--- config.mk ---
export PLATFORM = sky130hd
export DESIGN_NAME = unit_supervision_flags
export DESIGN_NICKNAME = d
export VERILOG_FILES = /design/src/pkg/usf_pkg.sv /design/src/verilog/unit_supervision_flags.sv
export SDC_FILE = /design/constraint.sdc
export NUM_CORES = 1
export LEC_CHECK = 0
export BUFFER_PORTS_ARGS = -buffer_cell sky130_fd_sc_hd__buf_4
export CELL_PAD_IN_SITES_DETAIL_PLACEMENT = 0
export CELL_PAD_IN_SITES_GLOBAL_PLACEMENT = 1
export CORE_AREA = 2 2 150 152
export CTS_CLUSTER_SIZE = 40
export DETAILED_ROUTE_END_ITERATION = 10
export DIE_AREA = 0 0 152 154
export PLACE_DENSITY = 0.72
export SYNTH_ARGS = -nofsm -noshare
export SYNTH_HDL_FRONTEND = slang
export SYNTH_SLANG_ARGS = --single-unit
--- constraint.sdc ---
create_clock -name mclk -period 1.9 [get_ports mclk]
set_input_delay 0.285 -clock mclk [delete_from_list [all_inputs] [get_ports mclk]]
set_output_delay 0.285 -clock mclk [all_outputs]
set_load 0.005 [all_outputs]
--- src/pkg/usf_pkg.sv ---
// Contract
// - Each of sixteen restarting bits reads set while the unit of that number restarts.
// - One fatal duplicate bit is set on a shared bus-unit number, a shared special-unit number or a twice-used basic word.
// - A summary special-unit error bit is set on a duplicated number or a failed transfer, and the unit number goes to an error word.
// - Sixteen duplication bits mark each special-unit number used twice, only while the fatal duplicate bit is set.
// - Sixteen per-unit error bits are set on a duplicated number or failed transfer of that unit, bit index equal to unit number.
// - A set refresh-disable bit stops data refresh of that unit, except for units on remote racks.
// - The master supports eight or four I/O points per node.
// - In eight-point mode node numbers 0 to 1, 3 or 7 are accepted by word allocation.
// - In four-point mode node numbers 0 to 3, 7 or 15 are accepted by word allocation.
// - Capacity is 32, 64 or 128 points split evenly; lower-end hosts allow only 32 or 64.
package usf_pkg;
  localparam int UNITS  = 16;
  localparam int DATA_W = 16;
  localparam int ADDR_W = 4;

  // Register word indices
  localparam logic [ADDR_W-1:0] OFF_RESTARTING = 4'h0;
  localparam logic [ADDR_W-1:0] OFF_FATAL      = 4'h1;
  localparam logic [ADDR_W-1:0] OFF_NONFATAL   = 4'h2;
  localparam logic [ADDR_W-1:0] OFF_DUP        = 4'h3;
  localparam logic [ADDR_W-1:0] OFF_UNIT_ERR   = 4'h4;
  localparam logic [ADDR_W-1:0] OFF_ERR_UNIT   = 4'h5;
  localparam logic [ADDR_W-1:0] OFF_RESTART    = 4'h6;
  localparam logic [ADDR_W-1:0] OFF_REFRESH    = 4'h7;
  localparam logic [ADDR_W-1:0] OFF_NODE_CFG   = 4'h8;
  localparam logic [ADDR_W-1:0] OFF_IRQ_STAT   = 4'h9;
  localparam logic [ADDR_W-1:0] OFF_IRQ_MASK   = 4'hA;

  // Field positions
  localparam int FATAL_DUP_BIT   = 13;
  localparam int NONFATAL_SU_BIT = 6;
  localparam int CFG_FOUR_BIT    = 0;
  localparam int CFG_ALLOC_LSB   = 1;
  localparam int IRQ_W           = 4;
  localparam int IRQ_DUP         = 0;
  localparam int IRQ_XFER        = 1;
  localparam int IRQ_RESTART_END = 2;
  localparam int IRQ_NODE_RANGE  = 3;

  // Word allocation codes
  localparam logic [1:0] ALLOC_2W = 2'h0;
  localparam logic [1:0] ALLOC_4W = 2'h1;
  localparam logic [1:0] ALLOC_8W = 2'h2;

  // Highest node numbers
  localparam logic [3:0] MAX_NODE_1  = 4'h1;
  localparam logic [3:0] MAX_NODE_3  = 4'h3;
  localparam logic [3:0] MAX_NODE_7  = 4'h7;
  localparam logic [3:0] MAX_NODE_15 = 4'hF;

  // Reset values
  localparam logic [DATA_W-1:0] RST_WORD = 16'h0000;
  localparam logic [IRQ_W-1:0]  RST_IRQ  = 4'h0;
  localparam logic [2:0]        RST_CFG  = 3'h0;

  typedef struct packed {
    logic [UNITS-1:0] init_done;   // Unit finished initialisation
    logic [UNITS-1:0] special_dup; // Unit number seen on more than one unit
    logic [UNITS-1:0] remote_rack; // Unit sits on a remote rack
    logic             bus_dup;     // Bus units share a number
    logic             basic_dup;   // Basic word allocated twice
    logic             xfer_err;    // Transfer failure pulse
    logic [3:0]       xfer_unit;   // Unit of the failed transfer
  } unit_events_t;

  typedef struct packed {
    logic       valid;
    logic       is_output;
    logic [3:0] node;
  } node_query_t;
endpackage

--- src/verilog/unit_supervision_flags.sv ---
// The implementer's own choices: the register offsets and the plain strobed port.
`timescale 1ns/1ps
module unit_supervision_flags (
  input  wire logic                       mclk,
  input  wire logic                       resetn,
  input  wire logic [usf_pkg::ADDR_W-1:0] addr,
  input  wire logic [usf_pkg::DATA_W-1:0] wdata,
  input  wire logic                       wr,
  input  wire logic                       rd,
  output logic      [usf_pkg::DATA_W-1:0] rdata,
  input  usf_pkg::unit_events_t           unit_ev,
  input  usf_pkg::node_query_t            node_q,
  input  wire logic                       low_end_host,
  output logic      [usf_pkg::UNITS-1:0]  restarting,
  output logic      [usf_pkg::UNITS-1:0]  restart_pulse,
  output logic      [usf_pkg::UNITS-1:0]  refresh_enable,
  output logic                            node_valid,
  output logic                            node_ok,
  output logic                            four_point_mode,
  output logic      [1:0]                 capacity_sel,
  output logic                            irq
);
  import usf_pkg::*;

  // Allocation 3 is undefined, so it falls back to the largest setting;
  // lower-end hosts cannot address 128 points and are held at 64
  function automatic logic [1:0] eff_alloc(input logic [1:0] a,
                                           input logic       low_end);
    logic [1:0] r;
    r = (a > ALLOC_8W) ? ALLOC_8W : a;
    if (low_end && r == ALLOC_8W) begin
      r = ALLOC_4W;
    end
    return r;
  endfunction

  // Highest legal node number for a point width and allocation
  function automatic logic [3:0] max_node(input logic       four_pt,
                                          input logic [1:0] a);
    logic [3:0] r;
    case (a)
      ALLOC_2W: r = four_pt ? MAX_NODE_3  : MAX_NODE_1;
      ALLOC_4W: r = four_pt ? MAX_NODE_7  : MAX_NODE_3;
      default:  r = four_pt ? MAX_NODE_15 : MAX_NODE_7;
    endcase
    return r;
  endfunction

  logic [UNITS-1:0]  restarting_q, restarting_d;
  logic [UNITS-1:0]  restart_bits_q, restart_bits_d;
  logic [UNITS-1:0]  restart_pulse_q, restart_pulse_d;
  logic [UNITS-1:0]  refresh_dis_q, refresh_dis_d;
  logic [UNITS-1:0]  refresh_en_q, refresh_en_d;
  logic [UNITS-1:0]  dup_q, dup_d;
  logic [UNITS-1:0]  unit_err_q, unit_err_d;
  logic              fatal_q, fatal_d;
  logic [3:0]        err_unit_q, err_unit_d;
  logic [2:0]        cfg_q, cfg_d;
  logic [IRQ_W-1:0]  irq_stat_q, irq_stat_d;
  logic [IRQ_W-1:0]  irq_mask_q, irq_mask_d;
  logic              irq_q, irq_d;
  logic              node_valid_q, node_valid_d;
  logic              node_ok_q, node_ok_d;
  logic [1:0]        cap_q, cap_d;
  logic [DATA_W-1:0] rdata_q, rdata_d;

  logic [UNITS-1:0]  restart_start;
  logic [UNITS-1:0]  restart_end;
  logic [UNITS-1:0]  xfer_onehot;
  logic [IRQ_W-1:0]  irq_set;
  logic              wr_restart;

  // Control and status next-state
  always_comb begin
    wr_restart     = wr && (addr == OFF_RESTART);
    restart_bits_d = wr_restart ? wdata : restart_bits_q;
    // Restart begins on the clearing write of a bit that was set
    restart_start  = restart_bits_q & ~restart_bits_d;
    // Start wins over a stale done from the previous cycle
    restart_end    = restarting_q & unit_ev.init_done & ~restart_start;
    restarting_d   = (restarting_q & ~restart_end) | restart_start;
    restart_pulse_d = restart_start;

    refresh_dis_d = (wr && addr == OFF_REFRESH) ? wdata : refresh_dis_q;
    // Remote-rack units keep refreshing whatever the disable bit says
    refresh_en_d  = ~refresh_dis_q | unit_ev.remote_rack;

    fatal_d = unit_ev.bus_dup | unit_ev.basic_dup
            | (|unit_ev.special_dup);
    dup_d   = fatal_d ? unit_ev.special_dup : RST_WORD;

    xfer_onehot = RST_WORD;
    if (unit_ev.xfer_err) begin
      xfer_onehot[unit_ev.xfer_unit] = 1'b1;
    end
    // Sticky per-unit errors; a new error beats a same-cycle clear
    unit_err_d = unit_err_q;
    if (wr && addr == OFF_UNIT_ERR) begin
      unit_err_d = unit_err_q & ~wdata;
    end
    unit_err_d = unit_err_d | unit_ev.special_dup | xfer_onehot;

    // Transfer failure reports its own unit; else lowest duplicate
    err_unit_d = err_unit_q;
    if (unit_ev.xfer_err) begin
      err_unit_d = unit_ev.xfer_unit;
    end else begin
      for (int i = UNITS - 1; i >= 0; i--) begin
        if (unit_ev.special_dup[i]) begin
          err_unit_d = 4'(i);
        end
      end
    end

    cfg_d = (wr && addr == OFF_NODE_CFG) ? wdata[2:0] : cfg_q;
    cap_d = eff_alloc(cfg_q[CFG_ALLOC_LSB +: 2], low_end_host);

    // Node range check; inputs and outputs share the same limit
    node_valid_d = node_q.valid;
    node_ok_d    = node_q.valid &&
                   (node_q.node <= max_node(cfg_q[CFG_FOUR_BIT],
                                            cap_q));

    irq_set = RST_IRQ;
    irq_set[IRQ_DUP]         = fatal_d && !fatal_q;
    irq_set[IRQ_XFER]        = unit_ev.xfer_err;
    irq_set[IRQ_RESTART_END] = |restart_end;
    irq_set[IRQ_NODE_RANGE]  = node_q.valid && !node_ok_d;
    irq_stat_d = irq_stat_q;
    if (wr && addr == OFF_IRQ_STAT) begin
      irq_stat_d = irq_stat_q & ~wdata[IRQ_W-1:0];
    end
    irq_stat_d = irq_stat_d | irq_set;
    irq_mask_d = (wr && addr == OFF_IRQ_MASK) ? wdata[IRQ_W-1:0]
                                              : irq_mask_q;
    irq_d = |(irq_stat_d & irq_mask_d);
  end

  // Control and status registers
  always_ff @(posedge mclk or negedge resetn) begin
    if (!resetn) begin
      restarting_q    <= RST_WORD;
      restart_bits_q  <= RST_WORD;
      restart_pulse_q <= RST_WORD;
      refresh_dis_q   <= RST_WORD;
      refresh_en_q    <= RST_WORD;
      dup_q           <= RST_WORD;
      unit_err_q      <= RST_WORD;
      fatal_q         <= 1'b0;
      err_unit_q      <= 4'h0;
      cfg_q           <= RST_CFG;
      cap_q           <= ALLOC_2W;
      node_valid_q    <= 1'b0;
      node_ok_q       <= 1'b0;
      irq_stat_q      <= RST_IRQ;
      irq_mask_q      <= RST_IRQ;
      irq_q           <= 1'b0;
    end else begin
      restarting_q    <= restarting_d;
      restart_bits_q  <= restart_bits_d;
      restart_pulse_q <= restart_pulse_d;
      refresh_dis_q   <= refresh_dis_d;
      refresh_en_q    <= refresh_en_d;
      dup_q           <= dup_d;
      unit_err_q      <= unit_err_d;
      fatal_q         <= fatal_d;
      err_unit_q      <= err_unit_d;
      cfg_q           <= cfg_d;
      cap_q           <= cap_d;
      node_valid_q    <= node_valid_d;
      node_ok_q       <= node_ok_d;
      irq_stat_q      <= irq_stat_d;
      irq_mask_q      <= irq_mask_d;
      irq_q           <= irq_d;
    end
  end

  // Read mux; data valid only in the cycle after the strobe
  always_comb begin
    rdata_d = RST_WORD;
    if (rd) begin
      case (addr)
        OFF_RESTARTING: rdata_d = restarting_q;
        OFF_FATAL:      rdata_d[FATAL_DUP_BIT] = fatal_q;
        OFF_NONFATAL:   rdata_d[NONFATAL_SU_BIT] = |unit_err_q;
        OFF_DUP:        rdata_d = dup_q;
        OFF_UNIT_ERR:   rdata_d = unit_err_q;
        OFF_ERR_UNIT:   rdata_d[3:0] = err_unit_q;
        OFF_RESTART:    rdata_d = restart_bits_q;
        OFF_REFRESH:    rdata_d = refresh_dis_q;
        OFF_NODE_CFG:   rdata_d = {11'h000, cap_q, cfg_q};
        OFF_IRQ_STAT:   rdata_d[IRQ_W-1:0] = irq_stat_q;
        OFF_IRQ_MASK:   rdata_d[IRQ_W-1:0] = irq_mask_q;
        default:        rdata_d = RST_WORD;
      endcase
    end
  end

  // Read data register
  always_ff @(posedge mclk or negedge resetn) begin
    if (!resetn) begin
      rdata_q <= RST_WORD;
    end else begin
      rdata_q <= rdata_d;
    end
  end

  assign rdata           = rdata_q;
  assign restarting      = restarting_q;
  assign restart_pulse   = restart_pulse_q;
  assign refresh_enable  = refresh_en_q;
  assign node_valid      = node_valid_q;
  assign node_ok         = node_ok_q;
  assign four_point_mode = cfg_q[CFG_FOUR_BIT];
  assign capacity_sel    = cap_q;
  assign irq             = irq_q;
endmodule

-- Word-level counts from Yosys, hierarchy flattened
Index checks and enable logic that the tools add are counted.
- add/subtract/negate cells: 0
- multiply operators: 0
- divide/modulo/power cells: 0
- order comparisons: 4
- equal/unequal tests: 12
- shifts and indexed selects: 0
- multiplexer cells: 38
- bitwise operators: 20
- reductions and logical operators: 20
- operators with widths (kind ; number):
    AND 16 bit ; 5
    2-to-1 mux 16 bit ; 5
    2-to-1 mux 4 bit ; 20
    NOT 16 bit ; 5
    OR 16 bit ; 4
    OR reduction 16 bit ; 3
    one-hot mux 4 bit (9 select lines) ; 1
    one-hot mux 6 bit (5 select lines) ; 1
    nonzero test 17 bit ; 1
    == test 4 x 3 -> 1 bit, second input constant ; 4
    == test 4 bit, second input constant ; 3
    one-hot mux 1 bit (6 select lines) ; 2
    one-hot mux 2 bit (6 select lines) ; 1
    logical AND 1 bit ; 11
    one-hot mux 2 bit (5 select lines) ; 1
    AND 4 bit ; 2
    == test 4 x 2 -> 1 bit, second input constant ; 2
    one-hot mux 4 bit (2 select lines) ; 1
    2-to-1 mux 2 bit ; 3
    less-than comparator 4 x 5 -> 1 bit, second input constant ; 1
    demux 1 bit (select 4 bit) ; 1
    == test 4 x 1 -> 1 bit, second input constant ; 1
    greater-or-equal comparator 4 x 1 -> 1 bit, second input constant ; 1
    <= comparator 4 bit ; 1
    other kinds (12) ; 14
- register bits after elaboration: 149
- bits in latches: 0
- bits in writable memories: 0
- memory bits (read-only): 0
- input bits: 86
- output and inout port bits: 70
- word-level logic and storage cells: 111
- memories: 0

-- Logic depth before layout (Yosys ltp)
- depth in word-level cells: 17
- mapped depth: 8
- gate-level depth less buffers: 8

-- Least setup slack after synthesis
Ideal clock, no wire load.
- path kind: register -> register
- start point: register cfg_q[0]
- end point: register irq_q (netlist: irq)
- data arrival time: 1806 ps
- data required time: 1774 ps
- setup slack: -32 ps
- stages on the path, launching flop included: 9
- cell sequence: dfrtp_1 a21oi_1 ha_1 a21o_1 a21oi_1 a41oi_1 a22o_1 a22o_1 a221o_1
- cells in the longest elaborated chain, start to end: 9
- ends and longest elaborated chain (element ; line ; text):
    from (decl) ; unit_supervision_flags.sv:58 ; logic [2:0] cfg_q, cfg_d;
    from (signal assigned) ; unit_supervision_flags.sv:168 ; cfg_q <= cfg_d;
    2-to-1 mux 2 bit, or another cell as far along ; unit_supervision_flags.sv:42 ; ALLOC_2W: r = four_pt ? MAX_NODE_3 : MAX_NODE_1;
    one-hot mux 4 bit (2 select lines) (*) ; unit_supervision_flags.sv:41 ; case (a)
    <= comparator 4 bit (*) ; unit_supervision_flags.sv:121 ; (node_q.node <= max_node(cfg_q[CFG_FOUR_BIT],
    logical AND 1 bit (*) ; unit_supervision_flags.sv:120 ; node_ok_d = node_q.valid &&
    zero test 1 bit (*) ; unit_supervision_flags.sv:128 ; irq_set[IRQ_NODE_RANGE] = node_q.valid && !node_ok_d;
    logical AND 1 bit (*) ; unit_supervision_flags.sv:128 ;
    OR 4 bit (*) ; unit_supervision_flags.sv:133 ; irq_stat_d = irq_stat_d | irq_set;
    net irq_stat_d[3] ; unit_supervision_flags.sv:59 ; logic [IRQ_W-1:0] irq_stat_q, irq_stat_d;
    AND 4 bit (*) ; unit_supervision_flags.sv:136 ; irq_d = |(irq_stat_d & irq_mask_d);
    OR reduction 4 bit (*) ; unit_supervision_flags.sv:136 ;
    net irq_d ; unit_supervision_flags.sv:61 ; logic irq_q, irq_d;
    to (signal assigned) ; unit_supervision_flags.sv:174 ; irq_q <= irq_d;
    to (decl) ; unit_supervision_flags.sv:61 ;
Mark *: on every way through the listed nets, which the timed path passes. The rest lies on a longest branch.
A chain may end at the register's enable or synchronous reset.

-- Worst setup path in the final report
- start point: register cap_q[0] (netlist: capacity_sel[0])
- end point: register irq_q (netlist: irq)
- cells in the longest elaborated chain, start to end: 9
- ends and longest elaborated chain (element ; line ; text):
    from (decl) ; unit_supervision_flags.sv:64 ; logic [1:0] cap_q, cap_d;
    from (signal assigned) ; unit_supervision_flags.sv:169 ; cap_q <= cap_d;
    == test 2 x 1 -> 1 bit or zero test 2 bit (tied branches) ; unit_supervision_flags.sv:41 ;
    one-hot mux 4 bit (2 select lines) (*) ; unit_supervision_flags.sv:41 ;
    <= comparator 4 bit (*) ; unit_supervision_flags.sv:121 ;
    logical AND 1 bit (*) ; unit_supervision_flags.sv:120 ;
    zero test 1 bit (*) ; unit_supervision_flags.sv:128 ;
    logical AND 1 bit (*) ; unit_supervision_flags.sv:128 ;
    OR 4 bit (*) ; unit_supervision_flags.sv:133 ;
    net irq_stat_d[3] ; unit_supervision_flags.sv:59 ;
    AND 4 bit (*) ; unit_supervision_flags.sv:136 ;
    OR reduction 4 bit (*) ; unit_supervision_flags.sv:136 ;
    net irq_d ; unit_supervision_flags.sv:61 ;
Marked as above.

==> results.md <==
* PnR worst setup slack at -0.09482 ns
* Buffer levels on the longest clock path at 2
* Switching power at between 0.002 and 0.0025 W
* DR vias/cell at about 5.1
* Core ar. at 21,690 µm²
* Routed len/inst at 20.95 µm
* Prevailing post-synth register cell: dfrtp_1
* Mapped Area at between 6000 and 7000 µm²
* Number of vias in the routed layout at 5,520
* Minimum clock period at approximately 2.0 ns
* Sw Share at 0.2638
* Seq/Total Area, Yosys at 0.5765
* Detailed placement HPWL at 17,630 µm
* Cells after Synth at 569
* Nets at 882
* Setup TNS at -0.09482 ns
* Clock Sinks at 149
* Cell taking the most area after synthesis: dfrtp_1
* ANT nets after route at 0
* DRT Pass-1 Iters at 6
* Clk_skew at 0.01009 ns
* Pint at 0.006148 W
* Tightest Pin Transition at between 0.4 and 0.5 ns
* Placed cells at ~1.1k
* Clock power share at 0.405
* Initial antenna violation count at 0
* Final Hold Viols at 0
* H-Tree Level Count at 4
* TritonCTS clock tree: done
* Drt drc at 0
* Layout area overhead at 41.44%
* Pleak at 4.214 nW
* Hold slack at about 0.034 ns
* Synth top area cells: dfrtp_1, mux2_2, nand2b_1, nand2_1, a221o_1
* Synth top area share at 0.5765
* Yosys reg bits at 149
* Post-placement cell area at 8514 µm²
* WHS Path Cells at 2
* Fin crit share at 1.050
* Pin count of the biggest net entering global routing at 41
* Full die area at 23,410 µm²
* Clk slew on worst S/H paths at about 0.060 ns
* PortBufs at 154
* Comb pwr share at 0.151
* Crit path DAT at 2.30 ns
* Clock Tree Root: clkbuf_16
* Clk_lat worst skew at between 0.4 and 0.5 ns
* Layout cell share with drive strength beyond 1 at 0.4094
* Die Width at 152 µm
* Critical-path maximum fanout at 2
* Antenna fix cells at 0
* Slew margin rel. at 0.6853
* Failing checks: setup timing
* Reg2reg path depth at 8
* Maxcap violations at 0
* Crit path kind: register to register
* Critical path data required time at 2.20 ns
* Grt ovf at 0
* Initial Util at 0.2982
* Yosys warning count at 0
* Core Rows at 54
* Hold WC Path Type: input port to register
* Synth Net Count at 658
* Max Freq at 0.5013 GHz
* Slew Viols, Final at 0
* CTS Buf Count at 17
* # IOs at 156
* First-pass GRT wire length at 35,020 µm
* Design area at between 9000 and 10,000 µm²
* Ys async rst share at 1.000
* Global-route usage over all layers at 0.1970
* Initial DRC count at about 520
* Non-filler cells, final at 1,086
* Core Util, Final at 0.4218
* Critical Path Start Type: register
* Final setup vio count at 1
* Post-synth EDFFs at 0
* Status: finished, violations left
* Worst vdd ir at 0.0005723 V
* Gpl congestion at approximately 0.87
* Die Ht at about 150 µm
* Sequential cell fraction of total power at 0.443
* Crit. End Element: register
* Post-Route WL at between 20,000 and 25,000 µm
* Unique masters post-synth at 55
* Unrepaired setup endpoints after global routing: yes
* Number of global-route vias before repair at 5,717
* Synth Area per Inst at 11.37 µm²
* PwrDens at 913.0 nW/µm²
==> metrics by stage <==
step | setup slack, ns | power [W]
final | -0.09482 | 0.008352
after global routing | -0.1744 | 0.008706
after CTS | -0.06567 | 0.008434
after global placement | -0.3049 | 0.004972
after detailed placement | -0.3154 | 0.004994
after floorplan | 0.007725 | 0.004200
==> placed cells by master (no fill, tap or decap), types with 3 or more instances in the layout <==
cell type,instances
a222oi_1,12
nor4_1,4
ha_1,3
a21o_1,10
nor2b_1,15
o31ai_1,3
nor3_1,6
nand2b_1,31
a22oi_1,21
a22o_1,6
a221o_1,16
a32oi_1,4
inv_1,23
a21oi_1,16
nor4_2,4
nand2_1,48
inv_6,3
clkinvlp_4,3
buf_4,237
o22ai_1,14
and2_1,3
nand3b_1,3
and3_1,9
dfrtp_1,149
mux2_2,43
nand3_1,14
nand4_1,6
buf_12,3
nor2_1,34
clkbuf_16,17
==> synthesized netlist by cell type, types with 2 or more instances <==
| cell | instances |
|---|---|
| clkbuf_1 | 33 |
| nand3b_1 | 3 |
| nor2_1 | 34 |
| a32oi_1 | 4 |
| ha_1 | 3 |
| and3_1 | 9 |
| nand3_1 | 14 |
| and2_1 | 3 |
| nor4_1 | 5 |
| o221a_2 | 2 |
| a2111oi_0 | 2 |
| a221o_1 | 16 |
| a22o_1 | 6 |
| o21ai_0 | 2 |
| inv_1 | 23 |
| nand4_1 | 6 |
| nand2b_1 | 31 |
| o31ai_1 | 3 |
| mux2_2 | 43 |
| o211ai_1 | 2 |
| a222oi_1 | 12 |
| o41ai_1 | 2 |
| o22ai_1 | 14 |
| nand2_1 | 48 |
| dfrtp_1 | 149 |
| buf_2 | 2 |
| nor3_1 | 6 |
| a31oi_1 | 2 |
| nor2b_1 | 15 |
| a211oi_1 | 2 |
| a22oi_1 | 21 |
| a21o_1 | 10 |
| a21oi_1 | 18 |
| nor4_2 | 3 |
==> worst max-delay path, cell delays in order, from the launching register on <==
cell and delay [ns]:
dfrtp_1 0.39, a21oi_2 0.14, ha_1 0.25, a21o_1 0.17, a21oi_2 0.16, a41oi_2 0.06, a22o_1 0.26, a22o_1 0.19
a221o_1 0.26
==> power groups by stage <==
stage	Clock, W	Combinational [W]	Sequential (W)
floorplan	0	0.000508	0.00369
global placement	0	0.00122	0.00375
detailed placement	0	0.00123	0.00376
CTS	0.00346	0.00127	0.00370
global route	0.00359	0.00138	0.00374
finish	0.00338	0.00126	0.00370
==> registers in the layout, summed over array words and instances (netlist names) <==
name	count
irq	1
restart_bits_q	16
node_valid	1
rdata	16
irq_stat_q	4
cfg_q	3
capacity_sel	2
restart_pulse	16
unit_err_q	16
err_unit_q	4
irq_mask_q	4
restarting	16
node_ok	1
dup_q	16
fatal_q	1
refresh_dis_q	16
refresh_enable	16
==> path summary, 6_finish.rpt <==
check | slack [ns] | start | end
worst min register to register | 0.48 | refresh_dis_q[1]$_DFFE_PN0P_ | refresh_enable[1]$_DFF_PN0_
worst max register to register | -0.09 | capacity_sel[0]$_DFF_PN0_ | irq$_DFF_PN0_
worst max-delay path | -0.09 | capacity_sel[0]$_DFF_PN0_ | irq$_DFF_PN0_
min in group asynchronous | 0.33 | resetn | refresh_enable[1]$_DFF_PN0_
max in group asynchronous | 0.96 | resetn | refresh_dis_q[8]$_DFFE_PN0P_
worst min-delay path | 0.03 | low_end_host | capacity_sel[1]$_DFF_PN0_
==> kinds of logic (layout without fill, tap and decap cells) <==
| kind of cell | after synthesis | count (layout) | share of synthesized area |
|---|---|---|---|
| flops | 149 | 149 | 0.5765 |
| simple gates | 189 | 189 | 0.1567 |
| mux | 43 | 43 | 0.07487 |
| compound gates | 124 | 124 | 0.1492 |
| fa+ha+maj | 3 | 3 | 0.005804 |
| buf+inv | 61 | 298 | 0.03695 |
==> cell type report <==
type | instances | area, µm²
clock inverters | 13 | 147.6
multi-input cells | 359 | 2521
inverters | 23 | 86.33
clock buffers | 19 | 442.9
well taps | 280 | 350.3
repair buffers | 243 | 1871
fillers | 2119 | 12540
flip-flops and latches | 149 | 3729
==> layer usage <==
metal	GRT usage	wire length, µm	up-vias
li1	-	-	2527
met1	0.2787	10510	2759
met2	0.3035	10420	216
met3	0.05017	1510	18
met4	0.04762	308	0
met5	0	0	-
==> timing repair <==
action,4_1_cts,5_1_grt
resized for setup,3,0
cloned,0,0
pin swaps,3,1
endpoints found under the hold margin,28,0
setup endpoints to repair,1,1
hold buffers,2,0
buffers inserted,1,0
Power figures use the tool's default switching activity.
